`config.mk`:
```
export PLATFORM = sky130hd
export DESIGN_NAME = fsh_host_port
export DESIGN_NICKNAME = d
export VERILOG_FILES = /design/src/verilog/fsh_pkg.sv /design/src/verilog/fsh_host_port.sv
export SDC_FILE = /design/constraint.sdc
export NUM_CORES = 1
export LEC_CHECK = 0
export BUFFER_PORTS_ARGS = -buffer_cell sky130_fd_sc_hd__buf_2
export CAP_MARGIN = 20
export CORE_AREA = 8 8 151 153
export DETAILED_ROUTE_END_ITERATION = 8
export DIE_AREA = 0 0 159 161
export HOLD_SLACK_MARGIN = 0.06
export PLACE_DENSITY = 0.71
export SETUP_SLACK_MARGIN = 0.05
export SLEW_MARGIN = 10
export SYNTH_ARGS = -nofsm -noshare
export SYNTH_HDL_FRONTEND = slang
export SYNTH_SLANG_ARGS = --single-unit
export TNS_END_PERCENT = 1
```
`constraint.sdc`:
```
create_clock -name sys_clk -period 3.84 [get_ports sys_clk]
set_input_delay 0.192 -clock sys_clk [delete_from_list [all_inputs] [get_ports sys_clk]]
set_output_delay 0.192 -clock sys_clk [all_outputs]
set_load 0.02 [all_outputs]
```
`src/verilog/fsh_pkg.sv`:
```
package fsh_pkg;

	// ----------------------------------------------------------------
	// Widths
	// ----------------------------------------------------------------
	localparam int BUS_W    = 8;
	localparam int SAMPLE_W = 16;
	localparam int TA_W     = 10;
	localparam int TB_W     = 8;
	localparam int REG_N    = 256;

	// ----------------------------------------------------------------
	// Internal register addresses
	// ----------------------------------------------------------------
	localparam logic [7:0] ADDR_TIMER_A_HI = 8'h10;
	localparam logic [7:0] ADDR_TIMER_A_LO = 8'h11;
	localparam logic [7:0] ADDR_TIMER_B    = 8'h12;
	localparam logic [7:0] ADDR_TIMER_CTRL = 8'h14;
	localparam logic [7:0] ADDR_CTRL_OUT   = 8'h1B;

	// ----------------------------------------------------------------
	// Field positions
	// ----------------------------------------------------------------
	localparam int TCTL_RUN_A   = 0;
	localparam int TCTL_RUN_B   = 1;
	localparam int TCTL_IRQEN_A = 2;
	localparam int TCTL_IRQEN_B = 3;
	localparam int TCTL_CLR_A   = 4;
	localparam int TCTL_CLR_B   = 5;
	localparam int CTRL_ONE_BIT = 6;
	localparam int CTRL_TWO_BIT = 7;
	localparam int STAT_FLAG_A  = 0;
	localparam int STAT_FLAG_B  = 1;

	// ----------------------------------------------------------------
	// Reset values
	// ----------------------------------------------------------------
	localparam logic [7:0] REG_RESET  = 8'h00;
	localparam logic [7:0] STAT_RESET = 8'h00;

	// ----------------------------------------------------------------
	// Timing counts, in operating clock periods
	// ----------------------------------------------------------------
	localparam int TA_PRESCALE = 64;
	localparam int TB_PRESCALE = 1024;
	localparam int PRESCALE_W  = 16;

	// ----------------------------------------------------------------
	// Serializer states
	// ----------------------------------------------------------------
	typedef enum logic [2:0]
	{
		SER_IDLE  = 3'b001,
		SER_LEFT  = 3'b010,
		SER_RIGHT = 3'b100
	} fsh_ser_state_t;

endpackage

```
`src/verilog/fsh_host_port.sv`:
```
`timescale 1ns/1ps
module fsh_host_port
#(
	parameter int TA_PRESCALE = fsh_pkg::TA_PRESCALE,
	parameter int TB_PRESCALE = fsh_pkg::TB_PRESCALE
)
(
	input  wire logic                            sys_clk,
	input  wire logic                            sys_rst,
	input  wire logic                            initial_clear_n,
	input  wire logic                            chipSelectN,
	input  wire logic                            writeN,
	input  wire logic                            readN,
	input  wire logic                            addr_data_select,
	input  wire logic [fsh_pkg::BUS_W-1:0]       busIn,
	output      logic [fsh_pkg::BUS_W-1:0]       busOut,
	output      logic                            busOe,
	output      logic                            irqOut,
	output      logic                            irqOe,
	output      logic                            control_out_one,
	output      logic                            control_out_two,
	output      logic                            timer_output,
	output      logic                            dacClock,
	output      logic                            serialOut,
	output      logic                            sample_hold_one,
	output      logic                            sample_hold_two,
	input  wire logic                            toneValid,
	output      logic                            toneReady,
	input  wire logic [fsh_pkg::SAMPLE_W-1:0]    toneLeft,
	input  wire logic [fsh_pkg::SAMPLE_W-1:0]    toneRight
);
	import fsh_pkg::*;

	if (TA_PRESCALE < 1 || TA_PRESCALE > 65536 || TB_PRESCALE < 1 || TB_PRESCALE > 65536)
		$error("fsh_host_port: prescale out of range");

	localparam int FRAME_W = 2 * SAMPLE_W;
	localparam logic [PRESCALE_W-1:0] TA_LAST = PRESCALE_W'(TA_PRESCALE - 1);
	localparam logic [PRESCALE_W-1:0] TB_LAST = PRESCALE_W'(TB_PRESCALE - 1);
	localparam logic [4:0] LEFT_LAST  = 5'(SAMPLE_W - 1);
	localparam logic [4:0] RIGHT_LAST = 5'(FRAME_W - 1);

	// ----------------------------------------------------------------
	// Host bus decode
	// ----------------------------------------------------------------
	logic       wrPrev;
	logic [7:0] addrLatch;
	logic [7:0] regFile [0:REG_N-1];
	logic [7:0] status;
	logic       clearAll;
	wire        wrActive  = !chipSelectN && !writeN;
	wire        rdActive  = !chipSelectN && !readN;
	wire        wrStart   = wrActive && !wrPrev;
	wire        addrWr    = wrStart && !addr_data_select;
	wire        dataWr    = wrStart && addr_data_select;
	wire        ctrlWr    = dataWr && (addrLatch == ADDR_TIMER_CTRL);
	wire        fallTick  = dacClock;
	assign      clearAll  = !initial_clear_n;

	always_ff @(posedge sys_clk or posedge sys_rst)
	begin
		if (sys_rst)
			addrLatch <= REG_RESET;
		else if (clearAll)
			addrLatch <= REG_RESET;
		else if (addrWr)
			addrLatch <= busIn;
	end

	always_ff @(posedge sys_clk or posedge sys_rst)
	begin
		if (sys_rst)
			for (int i = 0; i < REG_N; i++)
				regFile[i] <= REG_RESET;
		else if (clearAll)
			for (int i = 0; i < REG_N; i++)
				regFile[i] <= REG_RESET;
		else if (dataWr)
			regFile[addrLatch] <= busIn;
	end

	always_ff @(posedge sys_clk or posedge sys_rst)
	begin
		if (sys_rst)
		begin
			wrPrev <= 1'b0;
			irqOut <= 1'b0;
			busOe  <= 1'b0;
			busOut <= STAT_RESET;
		end
		else
		begin
			wrPrev <= wrActive;
			irqOut <= 1'b0;                                     // Open drain: only pulled low
			busOe  <= rdActive && !clearAll;
			busOut <= status;
		end
	end

	// ----------------------------------------------------------------
	// Operating clock
	// ----------------------------------------------------------------
	always_ff @(posedge sys_clk or posedge sys_rst)
	begin
		if (sys_rst)
			dacClock <= 1'b0;
		else
			dacClock <= !dacClock;
	end

	// ----------------------------------------------------------------
	// Timers
	// ----------------------------------------------------------------
	logic [PRESCALE_W-1:0] preA;
	logic [PRESCALE_W-1:0] preB;
	logic [TA_W-1:0]       cntA;
	logic [TB_W-1:0]       cntB;
	logic                  flagA;
	logic                  flagB;
	wire  [7:0]            tctl    = regFile[ADDR_TIMER_CTRL];
	wire  [TA_W-1:0]       loadA   = {regFile[ADDR_TIMER_A_HI], regFile[ADDR_TIMER_A_LO][1:0]};
	wire  [TB_W-1:0]       loadB   = regFile[ADDR_TIMER_B];
	wire                   tickA   = fallTick && tctl[TCTL_RUN_A] && (preA == TA_LAST);
	wire                   tickB   = fallTick && tctl[TCTL_RUN_B] && (preB == TB_LAST);
	wire                   ovfA    = tickA && (cntA == {TA_W{1'b1}});
	wire                   ovfB    = tickB && (cntB == {TB_W{1'b1}});
	wire                   setA    = ovfA && tctl[TCTL_IRQEN_A];
	wire                   setB    = ovfB && tctl[TCTL_IRQEN_B];
	wire                   clrA    = ctrlWr && busIn[TCTL_CLR_A];
	wire                   clrB    = ctrlWr && busIn[TCTL_CLR_B];
	wire                   stopA   = clearAll || !tctl[TCTL_RUN_A] || tickA;
	wire                   stopB   = clearAll || !tctl[TCTL_RUN_B] || tickB;
	wire  [PRESCALE_W-1:0] next_preA = stopA ? '0 : (fallTick ? preA + 1'b1 : preA);
	wire  [PRESCALE_W-1:0] next_preB = stopB ? '0 : (fallTick ? preB + 1'b1 : preB);
	assign                 status  = {6'h00, flagB, flagA};

	always_ff @(posedge sys_clk or posedge sys_rst)
	begin
		if (sys_rst)
		begin
			preA <= '0;
			preB <= '0;
		end
		else
		begin
			preA <= next_preA;
			preB <= next_preB;
		end
	end

	always_ff @(posedge sys_clk or posedge sys_rst)
	begin
		if (sys_rst)
			cntA <= '0;
		else if (clearAll)
			cntA <= '0;
		else if (!tctl[TCTL_RUN_A] || ovfA)
			cntA <= loadA;
		else if (tickA)
			cntA <= cntA + 1'b1;
	end

	always_ff @(posedge sys_clk or posedge sys_rst)
	begin
		if (sys_rst)
			cntB <= '0;
		else if (clearAll)
			cntB <= '0;
		else if (!tctl[TCTL_RUN_B] || ovfB)
			cntB <= loadB;
		else if (tickB)
			cntB <= cntB + 1'b1;
	end

	always_ff @(posedge sys_clk or posedge sys_rst)
	begin
		if (sys_rst)
		begin
			flagA <= 1'b0;
			flagB <= 1'b0;
		end
		else if (clearAll)
		begin
			flagA <= 1'b0;
			flagB <= 1'b0;
		end
		else
		begin
			// Set wins over a clear in the same cycle
			flagA <= setA || (flagA && !clrA);
			flagB <= setB || (flagB && !clrB);
		end
	end

	// ----------------------------------------------------------------
	// Pin outputs, changed only as the converter clock falls or while initial_clear_n is low
	// ----------------------------------------------------------------
	always_ff @(posedge sys_clk or posedge sys_rst)
	begin
		if (sys_rst)
		begin
			irqOe           <= 1'b0;
			control_out_one <= 1'b0;
			control_out_two <= 1'b0;
			timer_output    <= 1'b0;
		end
		else if (clearAll)
		begin
			irqOe           <= 1'b0;
			control_out_one <= 1'b0;
			control_out_two <= 1'b0;
			timer_output    <= 1'b0;
		end
		else if (fallTick)
		begin
			irqOe           <= flagA || flagB;
			control_out_one <= regFile[ADDR_CTRL_OUT][CTRL_ONE_BIT];
			control_out_two <= regFile[ADDR_CTRL_OUT][CTRL_TWO_BIT];
			timer_output    <= ovfA;
		end
	end

	// ----------------------------------------------------------------
	// Two-entry tone buffer
	// ----------------------------------------------------------------
	logic [FRAME_W-1:0] bufMem [0:1];
	logic               bufWrPtr;
	logic               bufRdPtr;
	logic [1:0]         bufCount;
	logic               bufPop;
	wire                bufPush   = toneValid && toneReady;
	wire [1:0]          next_cnt  = bufCount + {1'b0, bufPush} - {1'b0, bufPop};

	always_ff @(posedge sys_clk or posedge sys_rst)
	begin
		if (sys_rst)
		begin
			bufWrPtr  <= 1'b0;
			bufRdPtr  <= 1'b0;
			bufCount  <= 2'h0;
			toneReady <= 1'b0;
		end
		else if (clearAll)
		begin
			bufWrPtr  <= 1'b0;
			bufRdPtr  <= 1'b0;
			bufCount  <= 2'h0;
			toneReady <= 1'b0;
		end
		else
		begin
			bufWrPtr  <= bufWrPtr ^ bufPush;
			bufRdPtr  <= bufRdPtr ^ bufPop;
			bufCount  <= next_cnt;
			toneReady <= (next_cnt != 2'h2);
		end
	end

	always_ff @(posedge sys_clk)
	begin
		if (bufPush)
			bufMem[bufWrPtr] <= {toneLeft, toneRight};
	end

	// ----------------------------------------------------------------
	// Serializer
	// ----------------------------------------------------------------
	fsh_ser_state_t     serState;
	fsh_ser_state_t     next_serState;
	logic [FRAME_W-1:0] shiftReg;
	logic [4:0]         bitCnt;
	wire                frameEnd  = (serState == SER_IDLE) || (bitCnt == RIGHT_LAST);
	wire                bufHasWord = (bufCount != 2'h0);
	assign              bufPop    = fallTick && frameEnd && bufHasWord;

	always_comb
	begin
		next_serState = serState;
		case (serState)
			SER_IDLE:  next_serState = SER_LEFT;
			SER_LEFT:  next_serState = (bitCnt == LEFT_LAST) ? SER_RIGHT : SER_LEFT;
			SER_RIGHT: next_serState = (bitCnt == RIGHT_LAST) ? SER_LEFT : SER_RIGHT;
			default:   next_serState = SER_IDLE;
		endcase
	end

	always_ff @(posedge sys_clk or posedge sys_rst)
	begin
		if (sys_rst)
		begin
			serState <= SER_IDLE;
			shiftReg <= '0;
			bitCnt   <= 5'h00;
		end
		else if (clearAll)
		begin
			serState <= SER_IDLE;
			shiftReg <= '0;
			bitCnt   <= 5'h00;
		end
		else if (fallTick)
		begin
			serState <= next_serState;
			bitCnt   <= frameEnd ? 5'h00 : bitCnt + 5'h01;
			// A starved buffer sends a silent frame
			if (frameEnd)
				shiftReg <= bufHasWord ? bufMem[bufRdPtr] : '0;
			else
				shiftReg <= {shiftReg[FRAME_W-2:0], 1'b0};
		end
	end

	always_ff @(posedge sys_clk or posedge sys_rst)
	begin
		if (sys_rst)
		begin
			serialOut       <= 1'b0;
			sample_hold_one <= 1'b0;
			sample_hold_two <= 1'b0;
		end
		else if (clearAll)
		begin
			serialOut       <= 1'b0;
			sample_hold_one <= 1'b0;
			sample_hold_two <= 1'b0;
		end
		else if (fallTick)
		begin
			serialOut       <= (serState != SER_IDLE) && shiftReg[FRAME_W-1];
			sample_hold_one <= (serState == SER_LEFT) && (bitCnt == LEFT_LAST);
			sample_hold_two <= (serState == SER_RIGHT) && (bitCnt == RIGHT_LAST);
		end
	end

endmodule

```
==> flow_summary.ini, run 1 <==
[cells_and_area]
final_nets = 987
drive_gt1_frac = 0.128
utilization = 0.536
syn_to_final_growth_pct = 18.8
stdcell_area_sq_um = 11000
insertedDiodeCount = 0
instances_no_fill = 1220
fill_cells = 1817

[synth]
ys_warn_count = 0
ys_ff_latch = 205
yosysUniqueCellTypes = 54
yosys-top-cells-area = dfrtp_1, edfxtp_1, mux2i_1
synthArstFlopShare = 0.688
synth.top_cell.area_share = 0.378
syn-mean-instance-area_sq_um = 11.1
synth_common_cells = dfrtp_1, nor2_1, mux2i_1
synth-seq-area-share = 0.588
synth_top_area_cell = dfrtp_1
netlist_instances = 836
synth-edff-count = 64
ys.flop_type = dfrtp_1
synth.most_common_cell = dfrtp_1
synth_area_sq_um = 9270

[worst_setup_path]
critPathMaxFanout = 19
max_stage_delay_ns = 0.63
cp.required_ns = 4.27
crit_type = reg2reg
critPathBufInv = 0
cp-start-kind = flip-flop
path_cells = nand4_1, or4_4, o21ai_0, nand2_2, o22ai_1
end_kind = flip-flop
crit_family = simple AND/OR/NAND/NOR gates
worst_ep_arrival_time_ns = 3.04
slowest_stage = or4_4

[clock_tree]
cts_setup_buffers = 0
clkLatencyLatePin_ns = 0.52
root_buffer = clkbuf_16
cts_hold_buf = 45
numClockSinks = 205
cts_tree = done
htree_num_levels = 1
clockBufferDepth = 3
clk_pin_slew_ns = 0.06
cts_buffers = 23
cts-resized-gates = 0

[power]
peakVddDrop_uv = 476
p_per_area_nw_per_um2 = 477
leakagePower_nw = 4.59
p_total_mw = 5.25

[drt]
drtIter0Drc = 391
routed_wl_mm = 19.1
viasPerCell = 5.30
vias = 6467
drc_errors = 0
dr.pass1.iters = 5
ant_nets = 0
wire_per_inst_um = 15.6

[timing]
timing.fmax_ghz = 0.383
slew_headroom = 0.344
setup_ws_ns = 1.23
worst_pin_slew_ns = 0.985
min_period_ns = 2.61
hold_violations = 0
tns_ns = 0
rsz0062_at_grt = no
drv_slew = 0
setup_violations = 0
hold_slack_ns = 0.0557
finalCritPeriodShare = 0.680
finalClockSkew_ns = 0.0106

[place]
post-place-cells = 1132
io_buffers = 59
hpwlAfterDp_mm = 11.7
placed_area_sq_um = 9790
place_ws_ns = 1.22
globalplace.congestion = 0.823

[floorplan]
ioPinCount = 67
die_w_um = 159
num_rows = 53
core_sq_um = 20600
die_y_um = 161
start_util = 0.451
die_area_sq_um = 25600

[global_route]
globalRoute.totalOverflow = 0
grt_pass1_wl_mm = 32.4
grt_max_degree = 97
grt.busiest_layer = met2
use_met3 = 0.0295
grt_pass1_vias = 6650
grtUsageMet2 = 0.260
antenna_found_initial = 0
track_usage = 0.149
grtUsageMet1 = 0.186

[flow_run]
cap_violations = 0

[run_status]
status = complete, no violations

[worst_hold_path]
hp-class = in2reg
==> cell families after synthesis <==
family,count (synthesis),synth area share
AO/OA/AOI/OAI,126,0.0846
XOR/XNOR,35,0.0331
adder cells (fa/ha/maj),11,0.0148
buffers and inverters,74,0.0340
flip-flops,205,0.588
multiplexers,81,0.0877
other,1,0.000405
AND/OR/NAND/NOR,303,0.157
==> path summary, 6_finish.rpt <==
| kind | start | end | slack (ns) | cells after the start |
|---|---|---|---|---|
| hold / removal | addr_data_select | addrLatch[0] | 0.06 | 4 |
| min in group asynchronous | sys_rst | shiftReg[24] | 0.22 | 3 |
| setup reg to reg | dacClock | cntA[5] | 1.23 | 5 |
| setup / recovery | dacClock | cntA[5] | 1.23 | 5 |
| max in group asynchronous | sys_rst | cntA[8] | 2.80 | 4 |
| hold reg to reg | flagB | busOut[1] | 0.44 | 0 |
==> flip-flops by register name, summed over array words and instances (netlist names), 3 cells and up <==
register	flops
addrLatch	8
bitCnt	5
bufMem	64
cntA	10
cntB	8
loadA	10
loadB	8
preA	16
preB	16
serState	3
shiftReg	32
tctl	4
==> cells in the final DEF, fill, tap and decap left out, types with 32 or more instances in the layout <==
master         instances
dfrtp_1              138
nor2_1               126
mux2i_1               79
edfxtp_1              64
buf_2                 59
a21oi_1               47
nor3_1                45
dlygate4sd3_1         45
nand2_1               37
a211oi_1              32
==> layout make-up <==
| cell class | count | area (sq um) | share of cell area |
|---|---|---|---|
| multi-input combinational | 563 | 3540 | 0.321 |
| clock inverter | 10 | 145 | 0.0132 |
| sequential | 205 | 5450 | 0.495 |
| clock buffer | 32 | 619 | 0.0562 |
| timing repair buffer | 114 | 833 | 0.0757 |
| tap | 275 | 344 | 0.0312 |
| inverter | 21 | 82.6 | 0.00750 |
==> worst reg2reg max path: cells and delay by family, from the launching register on <==
family | cells | cell delay [ns]
compound gates | 2 | 0.69
flops | 1 | 0.59
simple gates | 3 | 1.25
==> where the power goes <==
group	internal, mW	total (mW)	switching (mW)
combinational	0.229	0.568	0.339
clock	1.34	2.23	0.888
sequential	2.39	2.46	0.0716
==> per-layer routing <==
metal	vias to the layer above	share of wire
met5	-	0
met4	0	0.018
met3	24	0.040
met2	124	0.49
met1	3161	0.45
li1	3158	-
No activity file was read; power rests on OpenSTA's default activity.
==> run 2: changes to the inputs <==
clock period = 2.3 ns   (was 3.84 ns; I/O delays follow)
==> flow_summary.ini, run 2 (synthesis results as in run 1) <==
[timing]
finalClockSkew_ns = 0.00738
rsz0062_at_grt = yes
finalCritPeriodShare = 0.986
slew_headroom = 0.583
drv_slew = 0
hold_violations = 0
worst_pin_slew_ns = 0.626
timing.fmax_ghz = 0.441
min_period_ns = 2.27
hold_slack_ns = 0.0712
setup_violations = 0

[floorplan]
start_util = 0.451
num_rows = 53
die_y_um = 161
core_sq_um = 20600
die_w_um = 159
die_area_sq_um = 25600
ioPinCount = 67

[place]
hpwlAfterDp_mm = 12.2
io_buffers = 59
globalplace.congestion = 0.832
placed_area_sq_um = 10100

[worst_setup_path]
startpoint = wrPrev
reg2reg_to = loadB[6]
path_cells = or4b_4, or4_4, or3_4, buf_12, mux2i_2, nor2_1
cp.required_ns = 2.66
max_stage_delay_ns = 0.51
critPathMaxFanout = 8
reg2reg_depth = 6
timing.rr.start = wrPrev
crit_family = simple AND/OR/NAND/NOR gates
end_kind = flip-flop
cp-start-kind = flip-flop
reg2reg_setup_slack_ns = 0.03
worst_ep_arrival_time_ns = 2.63
slowest_stage = or4b_4
crit_type = reg2reg
critPathBufInv = 1

[clock_tree]
htree_num_levels = 1
numClockSinks = 205
clkLatencyLatePin_ns = 0.51
cts_buffers = 22
cts_tree = done
clk_pin_slew_ns = 0.06
root_buffer = clkbuf_16
clockBufferDepth = 3

[global_route]
globalRoute.totalOverflow = 0
grt_pass1_wl_mm = 33.2
track_usage = 0.153
antenna_found_initial = 0
grt_pass1_vias = 6683
grt_max_degree = 83

[cells_and_area]
stdcell_area_sq_um = 11300
insertedDiodeCount = 0
final_cell_mix = dfrtp_1, nor2_1, mux2i_1
largest_reg_flops = 64
regMostFlops = bufMem
final_common_cell = dfrtp_1
fill_cells = 1786
drive_gt1_frac = 0.172
final_nets = 1015
syn_to_final_growth_pct = 22.3
reg_top3 = bufMem: 64 flops, shiftReg: 32 flops

[worst_hold_path]
hold_end = bufWrPtr
holdPathStages = 5
hp-class = in2reg
min_from = toneValid

[run_status]
status = complete, no violations

[drt]
wire_per_inst_um = 15.8
vias = 6608
drc_errors = 0
dr.pass1.iters = 4
ant_nets = 0
viasPerCell = 5.30
drtIter0Drc = 366
routed_wl_mm = 19.7

[flow_run]
cap_violations = 0

[power]
p_per_area_nw_per_um2 = 751
leakagePower_nw = 4.73
peakVddDrop_uv = 672
-- run 2: where the power goes --
group | internal (mW) | total (mW) | switching [mW] | leakage (nW)
sequential | 3.98 | 4.07 | 0.0855 | 2.54
clock | 1.94 | 3.39 | 1.44 | 0.350
combinational | 0.430 | 1.05 | 0.620 | 1.85
-- run 2: tightest hold or removal path, cell delays in order --
cell	delay, ns
buf_2	0.07
nand2_1	0.09
inv_1	0.10
ha_1	0.13
nor2_1	0.04
-- run 2: timing repair --
item | in CTS | in global routing
hold buffers | 46 | 0
endpoints found under the hold margin | 125 | 0
endpoints found under the setup margin | 23 | 57
gates resized for setup | 16 | 12
buffers inserted | 0 | 1
pin swaps | 7 | 5
-- run 2: cell type report --
cell class                      count  area [sq um]  area share
Sequential cell                   205          5450       0.481
Multi-Input combinational cell    563          3630       0.320
Clock buffer                       28           593      0.0523
Inverter                           21          82.6     0.00728
Clock inverter                     12          96.3     0.00850
Timing Repair Buffer              143          1140       0.100
Tap cell                          275           344      0.0304
-- run 2: how the worst max path moves through the flow --
stage | to | slack (ns) | depth (start not counted)
floorplan | toneReady | -0.31 | 13
global placement | cntA[3] | -0.02 | 7
CTS | loadB[6] | -0.02 | 6
global route | loadB[6] | -0.05 | 6
detailed placement | loadB[6] | -0.08 | 6
finish | loadB[6] | 0.03 | 6
-- run 2: stage by stage --
step	setup TNS, ns	power, mW	setup slack [ns]	cells	util
3_3_place_gp	-0.233	5.09	-0.0216	1160	0.490
2_1_floorplan	-1.02	4.81	-0.306	842	-
5_1_grt	-0.205	8.87	-0.0499	1247	0.551
3_5_place_dp	-0.790	5.12	-0.0835	1160	0.490
6_report	0	8.51	0.0328	1247	0.551
4_1_cts	-0.0341	8.59	-0.0231	1246	0.549
-- run 2: metal layers --
layer,routed length (um),up-vias,track usage
met2,9640,112,0.264
met4,358,0,0.0373
li1,-,3227,-
met5,0,-,0
met3,773,25,0.0295
met1,8930,3244,0.196
==> run 3: changes to the inputs <==
GPL_TIMING_DRIVEN = 0   (was unset)
clock period = 1.95 ns   (was 2.3 ns; I/O delays follow)
==> flow_summary.ini, run 3 (synthesis results as in run 1) <==
[timing]
hold_slack_ns = 0.198
drv_slew = 0
min_period_ns = 2.37
setup_violations = 44
timing.fmax_ghz = 0.421
rsz0062_at_grt = yes
finalClockSkew_ns = 0.0169
setup_ws_ns = -0.423
tns_ns = -6.61
slew_headroom = 0.412
worst_pin_slew_ns = 0.882
finalCritPeriodShare = 1.22
hold_violations = 0

[clock_tree]
htree_num_levels = 1
clockBufferDepth = 3
root_buffer = clkbuf_16
cts_tree = done
numClockSinks = 205
cts_buffers = 22
clk_pin_slew_ns = 0.06
clkLatencyLatePin_ns = 0.51

[place]
hpwlAfterDp_mm = 13.6
io_buffers = 59
globalplace.congestion = 0.802
post-place-cells = 1180

[cells_and_area]
syn_to_final_growth_pct = 26.1
drive_gt1_frac = 0.189
insertedDiodeCount = 0
fill_cells = 1714
final_common_cell = dfrtp_1
regMostFlops = bufMem
final_cell_mix = dfrtp_1, nor2_1, mux2i_1
largest_reg_flops = 64
reg_top3 = bufMem: 64 flops, shiftReg: 32 flops
utilization = 0.569
final_nets = 1055
instances_no_fill = 1287

[drt]
dr.pass1.iters = 5
ant_nets = 0
routed_wl_mm = 21.3
drtIter0Drc = 337
viasPerCell = 5.27
vias = 6778
wire_per_inst_um = 16.5
drc_errors = 0

[global_route]
grt_pass1_vias = 6991
grt_pass1_wl_mm = 34.8
track_usage = 0.161
grt_max_degree = 37
antenna_found_initial = 0
globalRoute.totalOverflow = 0

[power]
p_total_mw = 10.2
peakVddDrop_uv = 853
leakagePower_nw = 4.88
p_per_area_nw_per_um2 = 873

[floorplan]
ioPinCount = 67
core_sq_um = 20600
die_w_um = 159
start_util = 0.451
num_rows = 53
die_y_um = 161
die_area_sq_um = 25600

[worst_setup_path]
end_kind = flip-flop
critPathMaxFanout = 2
crit_type = reg2reg
cp.required_ns = 2.32
worst_ep_arrival_time_ns = 2.74
cp-start-kind = flip-flop

[worst_hold_path]
hp-class = in2reg

[flow_run]
cap_violations = 0

[run_status]
status = finished, violations left
violations = negative setup slack
-- run 3: changes by cell type in the layout (fill, tap and decap cells not counted), moves of 4 or more --
cell,before,now
a211oi_2,0,6
dlygate4sd3_1,46,50
clkinv_2,10,5
buf_12,7,3
clkbuf_1,4,29
ha_1,9,5
a211oi_1,32,26
clkbuf_2,0,4
clkbuf_8,2,7
-- run 3: area by class of cell --
| class | instances | area, sq um | area share |
|---|---|---|---|
| multi-input cells | 563 | 3780 | 0.323 |
| clock buffers | 32 | 649 | 0.0555 |
| inverters | 21 | 82.6 | 0.00706 |
| flip-flops and latches | 205 | 5450 | 0.466 |
| repair buffers | 131 | 1020 | 0.0871 |
| well taps | 275 | 344 | 0.0294 |
| clock inverters | 8 | 48.8 | 0.00417 |
| plain buffers | 52 | 315 | 0.0270 |
-- run 3: worst max-delay path: stages (launching register included) --
cell and delay, ns:
dfrtp_1 0.39, ha_2 0.20, and3_4 0.19, ha_4 0.16, nor2_4 0.12, buf_8 0.12, nor3_4 0.04, ha_1 0.32
inv_2 0.05, ha_4 0.16, xor2_2 0.18, xnor2_2 0.14, nor2_1 0.11, nor2_1 0.05
-- run 3: per-stage QoR --
stage          setup slack (ns)  cell area, sq um
2_1_floorplan            -0.656              9300
3_3_place_gp              -1.12              9940
3_5_place_dp              -1.15             10000
4_1_cts                  -0.363             11500
5_1_grt                  -0.489             11700
6_report                 -0.423             11700
-- run 3: what timing repair did --
action,4_1_cts,5_1_grt
hold endpoints to repair,129,2
setup endpoints to repair,115,105
pin swaps,18,13
hold buffers,48,2
setup buffers,14,3
resized for setup,62,29
-- run 3: final timing paths --
check | startpoint | endpoint | slack [ns] | depth (start not counted)
max | bitCnt[0] | toneReady | -0.42 | 13
min | chipSelectN | addrLatch[1] | 0.20 | 5
max reg2reg | bitCnt[0] | toneReady | -0.42 | 13
min reg2reg | flagA | busOut[0] | 0.43 | 0
max in group asynchronous | sys_rst | timer_output | 0.69 | 6
min in group asynchronous | sys_rst | preB[5] | 0.24 | 3
-- run 3: where the power goes --
| group | internal, mW | total [mW] | switching (mW) |
|---|---|---|---|
| registers | 4.70 | 4.80 | 0.0988 |
| logic | 0.597 | 1.44 | 0.840 |
| clock network | 2.32 | 3.97 | 1.65 |
-- run 3: metal layers --
metal / wire length, um / global-route usage / part of all wire
met5: 0 / 0 / 0
met4: 369 / 0.0399 / 0.017
met3: 804 / 0.0293 / 0.038
met2: 10500 / 0.281 / 0.49
met1: 9640 / 0.205 / 0.45
